`src/hdl/ccig_pkg.sv`:
```
/*
  Constants shared by the processor-core interrupt gating block: register byte
  offsets, field positions, reset values and the master clock divide ratio.
  Assumes an APB master with 32-bit data and word-aligned addresses.
*/
// Operation
// - A taken non-maskable request steers the core to the reset vector and no mask or enable bit can stop it.
// - The non-maskable line is captured on each rising edge of the core master clock and the captured value is inverted.
// - A non-maskable request has effect only while the pipeline runs and none while it is stalled or stopped.
// - Ordinary requests are masked by mask bits 6 to 2 together with the global gate and the exception level bit.
// - Pending bits 1 and 0 are software interrupts that software writes and no hardware event sets or clears.
// - Software requests are masked by mask bits 1 and 0 together with the global gate and the exception level bit.
// - Pending bit 7 is set whenever the count value becomes equal to the compare value; here a compare write that makes them equal clears it instead.
// - The timer request is masked by mask bit 7 together with the global gate and the exception level bit.
// - The timer pending bit reads back latched at cause bit 15.
// - Interrupt register bits 4 to 0 are ORed with the live request lines and read back as cause bits 14 to 10.
// - Each pending bit 15 to 8 is ANDed with the mask bit at its position and the eight products are ORed.
// - The global gate in status bit 0 is ANDed with that result to form the core interrupt request.
// - The exception level bit also gates the core interrupt request.
package ccig_pkg;

  // --------------------------------------------------------------------------
  // Register byte offsets
  // --------------------------------------------------------------------------
  localparam logic [7:0] OFF_STATUS   = 8'h00;
  localparam logic [7:0] OFF_CAUSE    = 8'h04;
  localparam logic [7:0] OFF_COUNT    = 8'h08;
  localparam logic [7:0] OFF_COMPARE  = 8'h0c;
  localparam logic [7:0] OFF_INTREG   = 8'h10;
  localparam logic [7:0] OFF_EVT_STAT = 8'h14;
  localparam logic [7:0] OFF_EVT_MASK = 8'h18;

  // --------------------------------------------------------------------------
  // Field positions
  // --------------------------------------------------------------------------
  localparam int GATE_BIT      = 0;
  localparam int EXL_BIT       = 1;
  localparam int FIELD_LSB     = 8;
  localparam int FIELD_MSB     = 15;
  localparam int SW_LSB        = 8;
  localparam int SW_MSB        = 9;
  localparam int EVT_TIMER_BIT = 0;
  localparam int EVT_NMI_BIT   = 1;

  // --------------------------------------------------------------------------
  // Reset values
  // --------------------------------------------------------------------------
  localparam logic [7:0]  RST_MASK    = 8'h00;
  localparam logic        RST_GATE    = 1'h0;
  localparam logic        RST_EXL     = 1'h1;
  localparam logic [4:0]  RST_INTREG  = 5'h00;
  localparam logic [31:0] RST_COUNT   = 32'h0000_0000;
  localparam logic [31:0] RST_COMPARE = 32'hffff_ffff;
  localparam logic [1:0]  RST_EVT     = 2'h0;

  // --------------------------------------------------------------------------
  // Timing
  // --------------------------------------------------------------------------
  localparam logic [1:0]  MASTER_DIV_LAST = 2'h3;

endpackage

```
`src/hdl/ccig_timer.sv`:
```
/*
  Count and compare pair of the core timer with its equality detector.
  Assumes a one-cycle tick enable from the core master clock divider and
  write strobes from the register slave on the same clock.
*/
`timescale 1ns/100ps
module ccig_timer
(
  input  wire logic        clk,
  input  wire logic        rst,
  input  wire logic        tick,
  input  wire logic        cnt_wr,
  input  wire logic        cmp_wr,
  input  wire logic [31:0] wdata,
  output logic      [31:0] count,
  output logic      [31:0] compare,
  output logic             match
);

  // --------------------------------------------------------------------------
  // State
  // --------------------------------------------------------------------------
  typedef struct packed
  {
    logic [31:0] count;
    logic [31:0] compare;
    logic        match;
  } ccig_tmr_t;

  ccig_tmr_t s_q;
  ccig_tmr_t s_d;

  always_comb
  begin
    s_d       = s_q;
    s_d.match = 1'b0;
    if (cnt_wr)
    begin
      s_d.count = wdata;
    end
    else if (tick)
    begin
      s_d.count = s_q.count + 32'h0000_0001;
    end
    if (cmp_wr)
    begin
      s_d.compare = wdata;
    end
    // Pulse only when the count arrives at the compare value, not while it rests there
    s_d.match = (s_d.count == s_d.compare) && (s_q.count != s_d.count);
  end

  always_ff @(posedge clk)
  begin
    if (rst)
    begin
      s_q.count   <= ccig_pkg::RST_COUNT;
      s_q.compare <= ccig_pkg::RST_COMPARE;
      s_q.match   <= 1'b0;
    end
    else
    begin
      s_q <= s_d;
    end
  end

  assign count   = s_q.count;
  assign compare = s_q.compare;
  assign match   = s_q.match;

endmodule

```
`src/hdl/ccig_top.sv`:
```
/*
  Processor-core interrupt gating: merges five ordinary request lines, two
  software pending bits and the timer into the cause pending field, gates them
  with status and drives the core request; the non-maskable line drives the reset vector request. APB slave.
  Assumes request lines and pipeline state come from logic on CLOCK; the
  non-maskable line is a pin and is synchronised.
*/
// Local design decisions: the register offsets and the APB slave port.
`timescale 1ns/100ps
module ccig_top
(
  input  wire logic        CLOCK,
  input  wire logic        SYS_RST,
  input  wire logic        PSEL,
  input  wire logic        PENABLE,
  input  wire logic        PWRITE,
  input  wire logic [31:0] PADDR,
  input  wire logic [31:0] PWDATA,
  output logic      [31:0] PRDATA,
  output logic             PREADY,
  output logic             PSLVERR,
  input  wire logic        NMI_N,
  input  wire logic [4:0]  INT_REQ,
  input  wire logic        PIPE_RUN,
  output logic             CORE_IRQ,
  output logic             RESET_VEC_REQ,
  output logic             IRQ
);

  // --------------------------------------------------------------------------
  // Helpers
  // --------------------------------------------------------------------------
  function automatic logic hit(input logic [31:0] addr, input logic [7:0] off);
    hit = (addr[31:8] == 24'h00_0000) && (addr[7:0] == off);
  endfunction

  // --------------------------------------------------------------------------
  // State
  // --------------------------------------------------------------------------
  typedef struct packed
  {
    logic [2:0]  sync;
    logic        nmi_lvl;
    logic        nmi_cap;
    logic        nmi_prev;
    logic [1:0]  div;
    logic        tick;
    logic [7:0]  mask;
    logic        gate;
    logic        exception_level_bit;
    logic [1:0]  sw_pend;
    logic        tmr_pend;
    logic [4:0]  int_reg;
    logic [1:0]  evt_stat;
    logic [1:0]  evt_mask;
    logic        pready;
    logic [31:0] prdata;
    logic        pslverr;
    logic        core_irq;
    logic        reset_vec;
    logic        irq;
  } ccig_state_t;

  ccig_state_t s_q;
  ccig_state_t s_d;

  logic [31:0] count;
  logic [31:0] compare;
  logic        match;
  logic        acc;
  logic        wr;
  logic        setup;
  logic [7:0]  pend;
  logic        nmi_req;

  assign acc   = PSEL && PENABLE && s_q.pready;
  assign wr    = acc && PWRITE;
  assign setup = PSEL && !PENABLE && !s_q.pready;

  // Line 4 is never raised by the source, but is merged the same way
  assign pend = {s_q.tmr_pend, s_q.int_reg | INT_REQ, s_q.sw_pend};

  // Captured level is low-active at the pin; inverting gives the request
  assign nmi_req = !s_q.nmi_cap;

  // --------------------------------------------------------------------------
  // Timer
  // --------------------------------------------------------------------------
  ccig_timer u_timer
  (
    .clk     (CLOCK),
    .rst     (SYS_RST),
    .tick    (s_q.tick),
    .cnt_wr  (wr && hit(PADDR, ccig_pkg::OFF_COUNT)),
    .cmp_wr  (wr && hit(PADDR, ccig_pkg::OFF_COMPARE)),
    .wdata   (PWDATA),
    .count   (count),
    .compare (compare),
    .match   (match)
  );

  // --------------------------------------------------------------------------
  // Next state
  // --------------------------------------------------------------------------
  always_comb
  begin
    s_d = s_q;

    // Pin synchroniser; a change counts once the second and third flops agree
    s_d.sync = {s_q.sync[1:0], NMI_N};
    if (s_q.sync[1] == s_q.sync[2])
    begin
      s_d.nmi_lvl = s_q.sync[2];
    end

    // Core master clock as a one-cycle enable
    s_d.div  = (s_q.div == ccig_pkg::MASTER_DIV_LAST) ? 2'h0 : s_q.div + 2'h1;
    s_d.tick = (s_q.div == ccig_pkg::MASTER_DIV_LAST);
    if (s_q.tick)
    begin
      s_d.nmi_cap = s_q.nmi_lvl;
    end

    // Rising request steers to the reset vector only while the pipeline runs;
    // no mask, gate or exception level bit is consulted here
    s_d.nmi_prev  = nmi_req;
    s_d.reset_vec = nmi_req && !s_q.nmi_prev && PIPE_RUN;

    // Timer pending: a match in the same cycle as a compare write wins
    if (match)
    begin
      s_d.tmr_pend = 1'b1;
    end
    else if (wr && hit(PADDR, ccig_pkg::OFF_COMPARE))
    begin
      s_d.tmr_pend = 1'b0;
    end

    // Register writes
    if (wr && hit(PADDR, ccig_pkg::OFF_STATUS))
    begin
      s_d.mask = PWDATA[ccig_pkg::FIELD_MSB:ccig_pkg::FIELD_LSB];
      s_d.gate = PWDATA[ccig_pkg::GATE_BIT];
      s_d.exception_level_bit  = PWDATA[ccig_pkg::EXL_BIT];
    end
    // Only software touches these two bits
    if (wr && hit(PADDR, ccig_pkg::OFF_CAUSE))
    begin
      s_d.sw_pend = PWDATA[ccig_pkg::SW_MSB:ccig_pkg::SW_LSB];
    end
    if (wr && hit(PADDR, ccig_pkg::OFF_INTREG))
    begin
      s_d.int_reg = PWDATA[4:0];
    end
    if (wr && hit(PADDR, ccig_pkg::OFF_EVT_MASK))
    begin
      s_d.evt_mask = PWDATA[1:0];
    end

    // Sticky events: write one to clear, a new event in the same cycle wins
    if (wr && hit(PADDR, ccig_pkg::OFF_EVT_STAT))
    begin
      s_d.evt_stat = s_q.evt_stat & ~PWDATA[1:0];
    end
    if (match)
    begin
      s_d.evt_stat[ccig_pkg::EVT_TIMER_BIT] = 1'b1;
    end
    if (s_q.reset_vec)
    begin
      s_d.evt_stat[ccig_pkg::EVT_NMI_BIT] = 1'b1;
    end
    s_d.irq = |(s_d.evt_stat & s_d.evt_mask);

    // Per-source AND-OR, then global gate and exception level; a level, so it
    // holds as long as any unmasked source stays pending
    s_d.core_irq = s_q.gate && !s_q.exception_level_bit && |(pend & s_q.mask);

    // APB: read data captured in setup, ready in the first access cycle
    s_d.pready  = setup;
    s_d.pslverr = 1'b0;
    if (setup)
    begin
      s_d.prdata = 32'h0000_0000;
      if (hit(PADDR, ccig_pkg::OFF_STATUS))
      begin
        s_d.prdata[ccig_pkg::FIELD_MSB:ccig_pkg::FIELD_LSB] = s_q.mask;
        s_d.prdata[ccig_pkg::GATE_BIT]                      = s_q.gate;
        s_d.prdata[ccig_pkg::EXL_BIT]                       = s_q.exception_level_bit;
      end
      else if (hit(PADDR, ccig_pkg::OFF_CAUSE))
      begin
        s_d.prdata[ccig_pkg::FIELD_MSB:ccig_pkg::FIELD_LSB] = pend;
      end
      else if (hit(PADDR, ccig_pkg::OFF_COUNT))
      begin
        s_d.prdata = count;
      end
      else if (hit(PADDR, ccig_pkg::OFF_COMPARE))
      begin
        s_d.prdata = compare;
      end
      else if (hit(PADDR, ccig_pkg::OFF_INTREG))
      begin
        s_d.prdata[4:0] = s_q.int_reg;
      end
      else if (hit(PADDR, ccig_pkg::OFF_EVT_STAT))
      begin
        s_d.prdata[1:0] = s_q.evt_stat;
      end
      else if (hit(PADDR, ccig_pkg::OFF_EVT_MASK))
      begin
        s_d.prdata[1:0] = s_q.evt_mask;
      end
      else
      begin
        s_d.pslverr = 1'b1;
      end
    end
  end

  // --------------------------------------------------------------------------
  // Registers
  // --------------------------------------------------------------------------
  always_ff @(posedge CLOCK)
  begin
    if (SYS_RST)
    begin
      s_q.sync      <= 3'h7;
      s_q.nmi_lvl   <= 1'b1;
      s_q.nmi_cap   <= 1'b1;
      s_q.nmi_prev  <= 1'b0;
      s_q.div       <= 2'h0;
      s_q.tick      <= 1'b0;
      s_q.mask      <= ccig_pkg::RST_MASK;
      s_q.gate      <= ccig_pkg::RST_GATE;
      s_q.exception_level_bit       <= ccig_pkg::RST_EXL;
      s_q.sw_pend   <= 2'h0;
      s_q.tmr_pend  <= 1'b0;
      s_q.int_reg   <= ccig_pkg::RST_INTREG;
      s_q.evt_stat  <= ccig_pkg::RST_EVT;
      s_q.evt_mask  <= ccig_pkg::RST_EVT;
      s_q.pready    <= 1'b0;
      s_q.prdata    <= 32'h0000_0000;
      s_q.pslverr   <= 1'b0;
      s_q.core_irq  <= 1'b0;
      s_q.reset_vec <= 1'b0;
      s_q.irq       <= 1'b0;
    end
    else
    begin
      s_q <= s_d;
    end
  end

  assign PRDATA        = s_q.prdata;
  assign PREADY        = s_q.pready;
  assign PSLVERR       = s_q.pslverr;
  assign CORE_IRQ      = s_q.core_irq;
  assign RESET_VEC_REQ = s_q.reset_vec;
  assign IRQ           = s_q.irq;

endmodule

```
`config.mk`:
```
export PLATFORM = sky130hd
export DESIGN_NAME = ccig_top
export DESIGN_NICKNAME = d
export VERILOG_FILES = /design/src/hdl/ccig_pkg.sv /design/src/hdl/ccig_timer.sv /design/src/hdl/ccig_top.sv
export SDC_FILE = /design/constraint.sdc
export NUM_CORES = 1
export LEC_CHECK = 0
export BUFFER_PORTS_ARGS = -buffer_cell sky130_fd_sc_hd__buf_2
export CAP_MARGIN = 25
export CORE_UTILIZATION = 40
export CTS_CLUSTER_SIZE = 28
export DETAILED_ROUTE_END_ITERATION = 16
export GPL_ROUTABILITY_DRIVEN = 0
export MAX_ROUTING_LAYER = met4
export PLACE_DENSITY = 0.7
export SYNTH_ARGS = -nofsm -noshare
export SYNTH_HDL_FRONTEND = slang
export SYNTH_SLANG_ARGS = --single-unit
```
`constraint.sdc`:
```
create_clock -name CLOCK -period 3.2 [get_ports CLOCK]
set_input_delay 0.32 -clock CLOCK [delete_from_list [all_inputs] [get_ports CLOCK]]
set_output_delay 0.32 -clock CLOCK [all_outputs]
set_load 0.005 [all_outputs]
```
==> results.toml <==
[detailed_routing]
wl_um = 28600
drc = 0
wl_per_cell_um = 20.3
vias = 8625
ant_nets = 0
drt_iter0_markers = 1036
via_per_inst = 6.13
firstDrtPassIters = 5

[timing]
final_hold_viol_count = 0
skew_ns = 0.00739
slew_headroom_pct = 42.0
hold_slack_ns = 0.0574
grt_setup_unrepaired = "no"
fin_crit_sh_pct = 94.6
setup_slack_ns = 0.174
min_period_ns = 3.03
worstMarginPinSlew_ns = 0.870
setup_viol_count_final = 0
clock.fmax_mhz = 330
slew_viol_final = 0

[global_route]
grt_max_degree = 73
grt_pass1_vias = 8126
grt_overflow = 0
grt_pass1_wl_um = 44900
grt_use_total_pct = 27.1
grt_antenna_before_repair = 0

[final_layout]
antennaDiodeCount = 0
final_cell_mix = "dfxtp_1 (132), buf_2 (111), nor2_1 (110), nand2_1 (89), buf_4 (64)"
fin_nets = 1197
mostFrequentLayoutCell = "dfxtp_1"
fillers = 2045
synthToLayoutAreaGrowth_pct = 17.0
drive_gt1_share_pct = 22.3
fin_area_um2 = 10100

[logic_synthesis]
synth_area_um2 = 8610
async_reset_ff_share_pct = 0
synth_edf_count = 0
ys_ff_latch = 133
syn-num-nets = 1124
avgSynthCellArea_um2 = 8.23
synth.yosys.seq_area_share_pct = 30.9
ys_types = 74
synth_cells = 1046
ys.flop_type = "dfxtp_1"
yosysWarnings = 0

[worst_setup_path]
critical-path-top-delay-family = "simple AND/OR/NAND/NOR gates"
required_ns = 3.55
slowest_delay_ns = 0.57
path_cells = "nand4_2 -> or4_4 -> or4_1 -> mux2i_1 -> a221oi_1 -> a22o_1 -> or4_4 -> nor4_2"
end_kind = "flop"
critical_path.max_fanout = 7
path_class = "flop to flop"
critPathArrivalTime_ns = 3.37
cp-start-kind = "flop"
crit_path_frequent_cell = "or4_4"
worst_path_max_delay_cell = "or4_1"
critical_path_buf_inv_count = 0

[place]
numPortBuffers = 112
post_dp_cell_area_um2 = 9450
post-dp-hpwl_um = 20500
dpl_worst_slack_ns = -0.0483

[die]
dieArea_um2 = 22100
io_pins = 113
die_h_um = 149
num_rows = 53
initial_core_util_pct = 40.8
die_w_um = 149
core-area_um2 = 21100

[power_and_ir_drop]
irDropWorstVdd_v = 0.000370
power.leakage_nw = 4.01
powerDensity_nw_per_um2 = 397
p_total_mw = 4.00

[cts]
htreeDepth = 4
numClockSinks = 133
cts_max_path_buffers = 2
cts_buffers = 17
clkTransAtPathRegs_ns = 0.06
cts_tree = "done"
ctsRootBufferMaster = "clkbuf_16"
clk_latency_ns = 0.44

[worst_hold_path]
min_path_type = "input port to flop"

[run]
maxCapViolCount = 0

[run_status]
status = "complete, no violations"
[per-layer routing]
metal  vias to the layer above  track usage (%)  routed length, µm
met5                         -                -                  0
met4                         0             11.8                905
met3                        84             3.87               2480
met2                       462             43.0              13300
met1                      4091             34.1              11900
li1                       3988                -                  -
[what timing repair did]
action,in CTS,in global routing
setup endpoints to repair,1,1
gates resized for setup,1,4
pin swaps,0,0
setup buffers,0,1
hold buffers,0,0
[synth_stat cells (7+ instances only)]
| library cell | n | share of area, % |
|---|---|---|
| buf_1 | 11 | 0.48 |
| o2bb2ai_1 | 7 | 0.71 |
| a21boi_0 | 8 | 0.70 |
| xnor2_1 | 52 | 5.3 |
| buf_2 | 24 | 1.4 |
| a211oi_1 | 24 | 2.1 |
| nand4_1 | 25 | 1.8 |
| nor3_1 | 55 | 3.2 |
| nand3_1 | 45 | 2.6 |
| o22ai_1 | 8 | 0.58 |
| clkbuf_1 | 52 | 2.3 |
| o32a_1 | 8 | 0.93 |
| xnor3_1 | 13 | 3.4 |
| dfxtp_1 | 133 | 31 |
| buf_4 | 36 | 3.1 |
| o211ai_1 | 17 | 1.5 |
| nor2_1 | 110 | 4.8 |
| a221oi_1 | 23 | 2.3 |
| or2_2 | 9 | 0.65 |
| nor4_1 | 21 | 1.5 |
| o221ai_1 | 8 | 0.81 |
| and4_1 | 10 | 1.0 |
| a21oi_1 | 36 | 2.1 |
| inv_1 | 23 | 1.0 |
| mux4_2 | 8 | 2.1 |
| and2_1 | 8 | 0.58 |
| xor2_1 | 12 | 1.2 |
| o21ai_0 | 25 | 1.5 |
| nand2_1 | 90 | 3.9 |
| mux2i_1 | 29 | 3.4 |
[registers in the layout (all words and copies together) (netlist names)]
register / cells
PRDATA: 32
u_timer.compare: 32
u_timer.count: 32
s_q: 26
pend: 3
s_d: 2
CORE_IRQ: 1
IRQ: 1
PREADY: 1
PSLVERR: 1
RESET_VEC_REQ: 1
u_timer.match: 1
[final cells by class]
type                    count  area [µm²]  share of cell area, %
clock inverters            13         148                   1.47
repair buffers            179        1120                   11.1
multi-input cells         765        5270                   52.3
flip-flops and latches    133        2660                   26.4
inverters                  23        86.3                  0.857
well taps                 275         344                   3.42
clock buffers              19         443                   4.40
[path summary, 6_finish.rpt]
check	cells past startpoint	startpoint	slack (ns)	endpoint
hold reg to reg	1	s_q[62]	0.39	RESET_VEC_REQ
setup reg to reg	8	u_timer.count[19]	0.17	u_timer.match
hold / removal	2	NMI_N	0.06	s_d[66]
setup / recovery	8	u_timer.count[19]	0.17	u_timer.match
[stage by stage]
stage / utilization (%) / TNS (ns) / instances
finish: 47.8 / 0 / 1407
global route: 47.8 / 0 / 1407
CTS: 47.7 / 0 / 1406
detailed placement: 44.8 / -0.0483 / 1374
global placement: 44.8 / 0 / 1374
floorplan: - / 0 / 1046
[where the power goes]
part | leakage [nW] | total [mW] | switching [mW] | internal [mW]
clock | 0.289 | 1.99 | 0.812 | 1.18
sequential | 1.08 | 1.69 | 0.0129 | 1.68
combinational | 2.64 | 0.315 | 0.188 | 0.127
total | 4.01 | 4.00 | 1.01 | 2.99
[cells by family after synthesis]
family / count (synthesis) / synth area share, %
xor gates and xnor gates: 78 / 10.2
and+or+nand+nor: 417 / 24.7
muxes: 37 / 5.46
AOI/OAI and AO/OA: 231 / 20.1
DFF: 133 / 30.9
adders and majority gates: 2 / 0.291
buffers and inverters: 148 / 8.40
(Power assumes the default switching activity.)
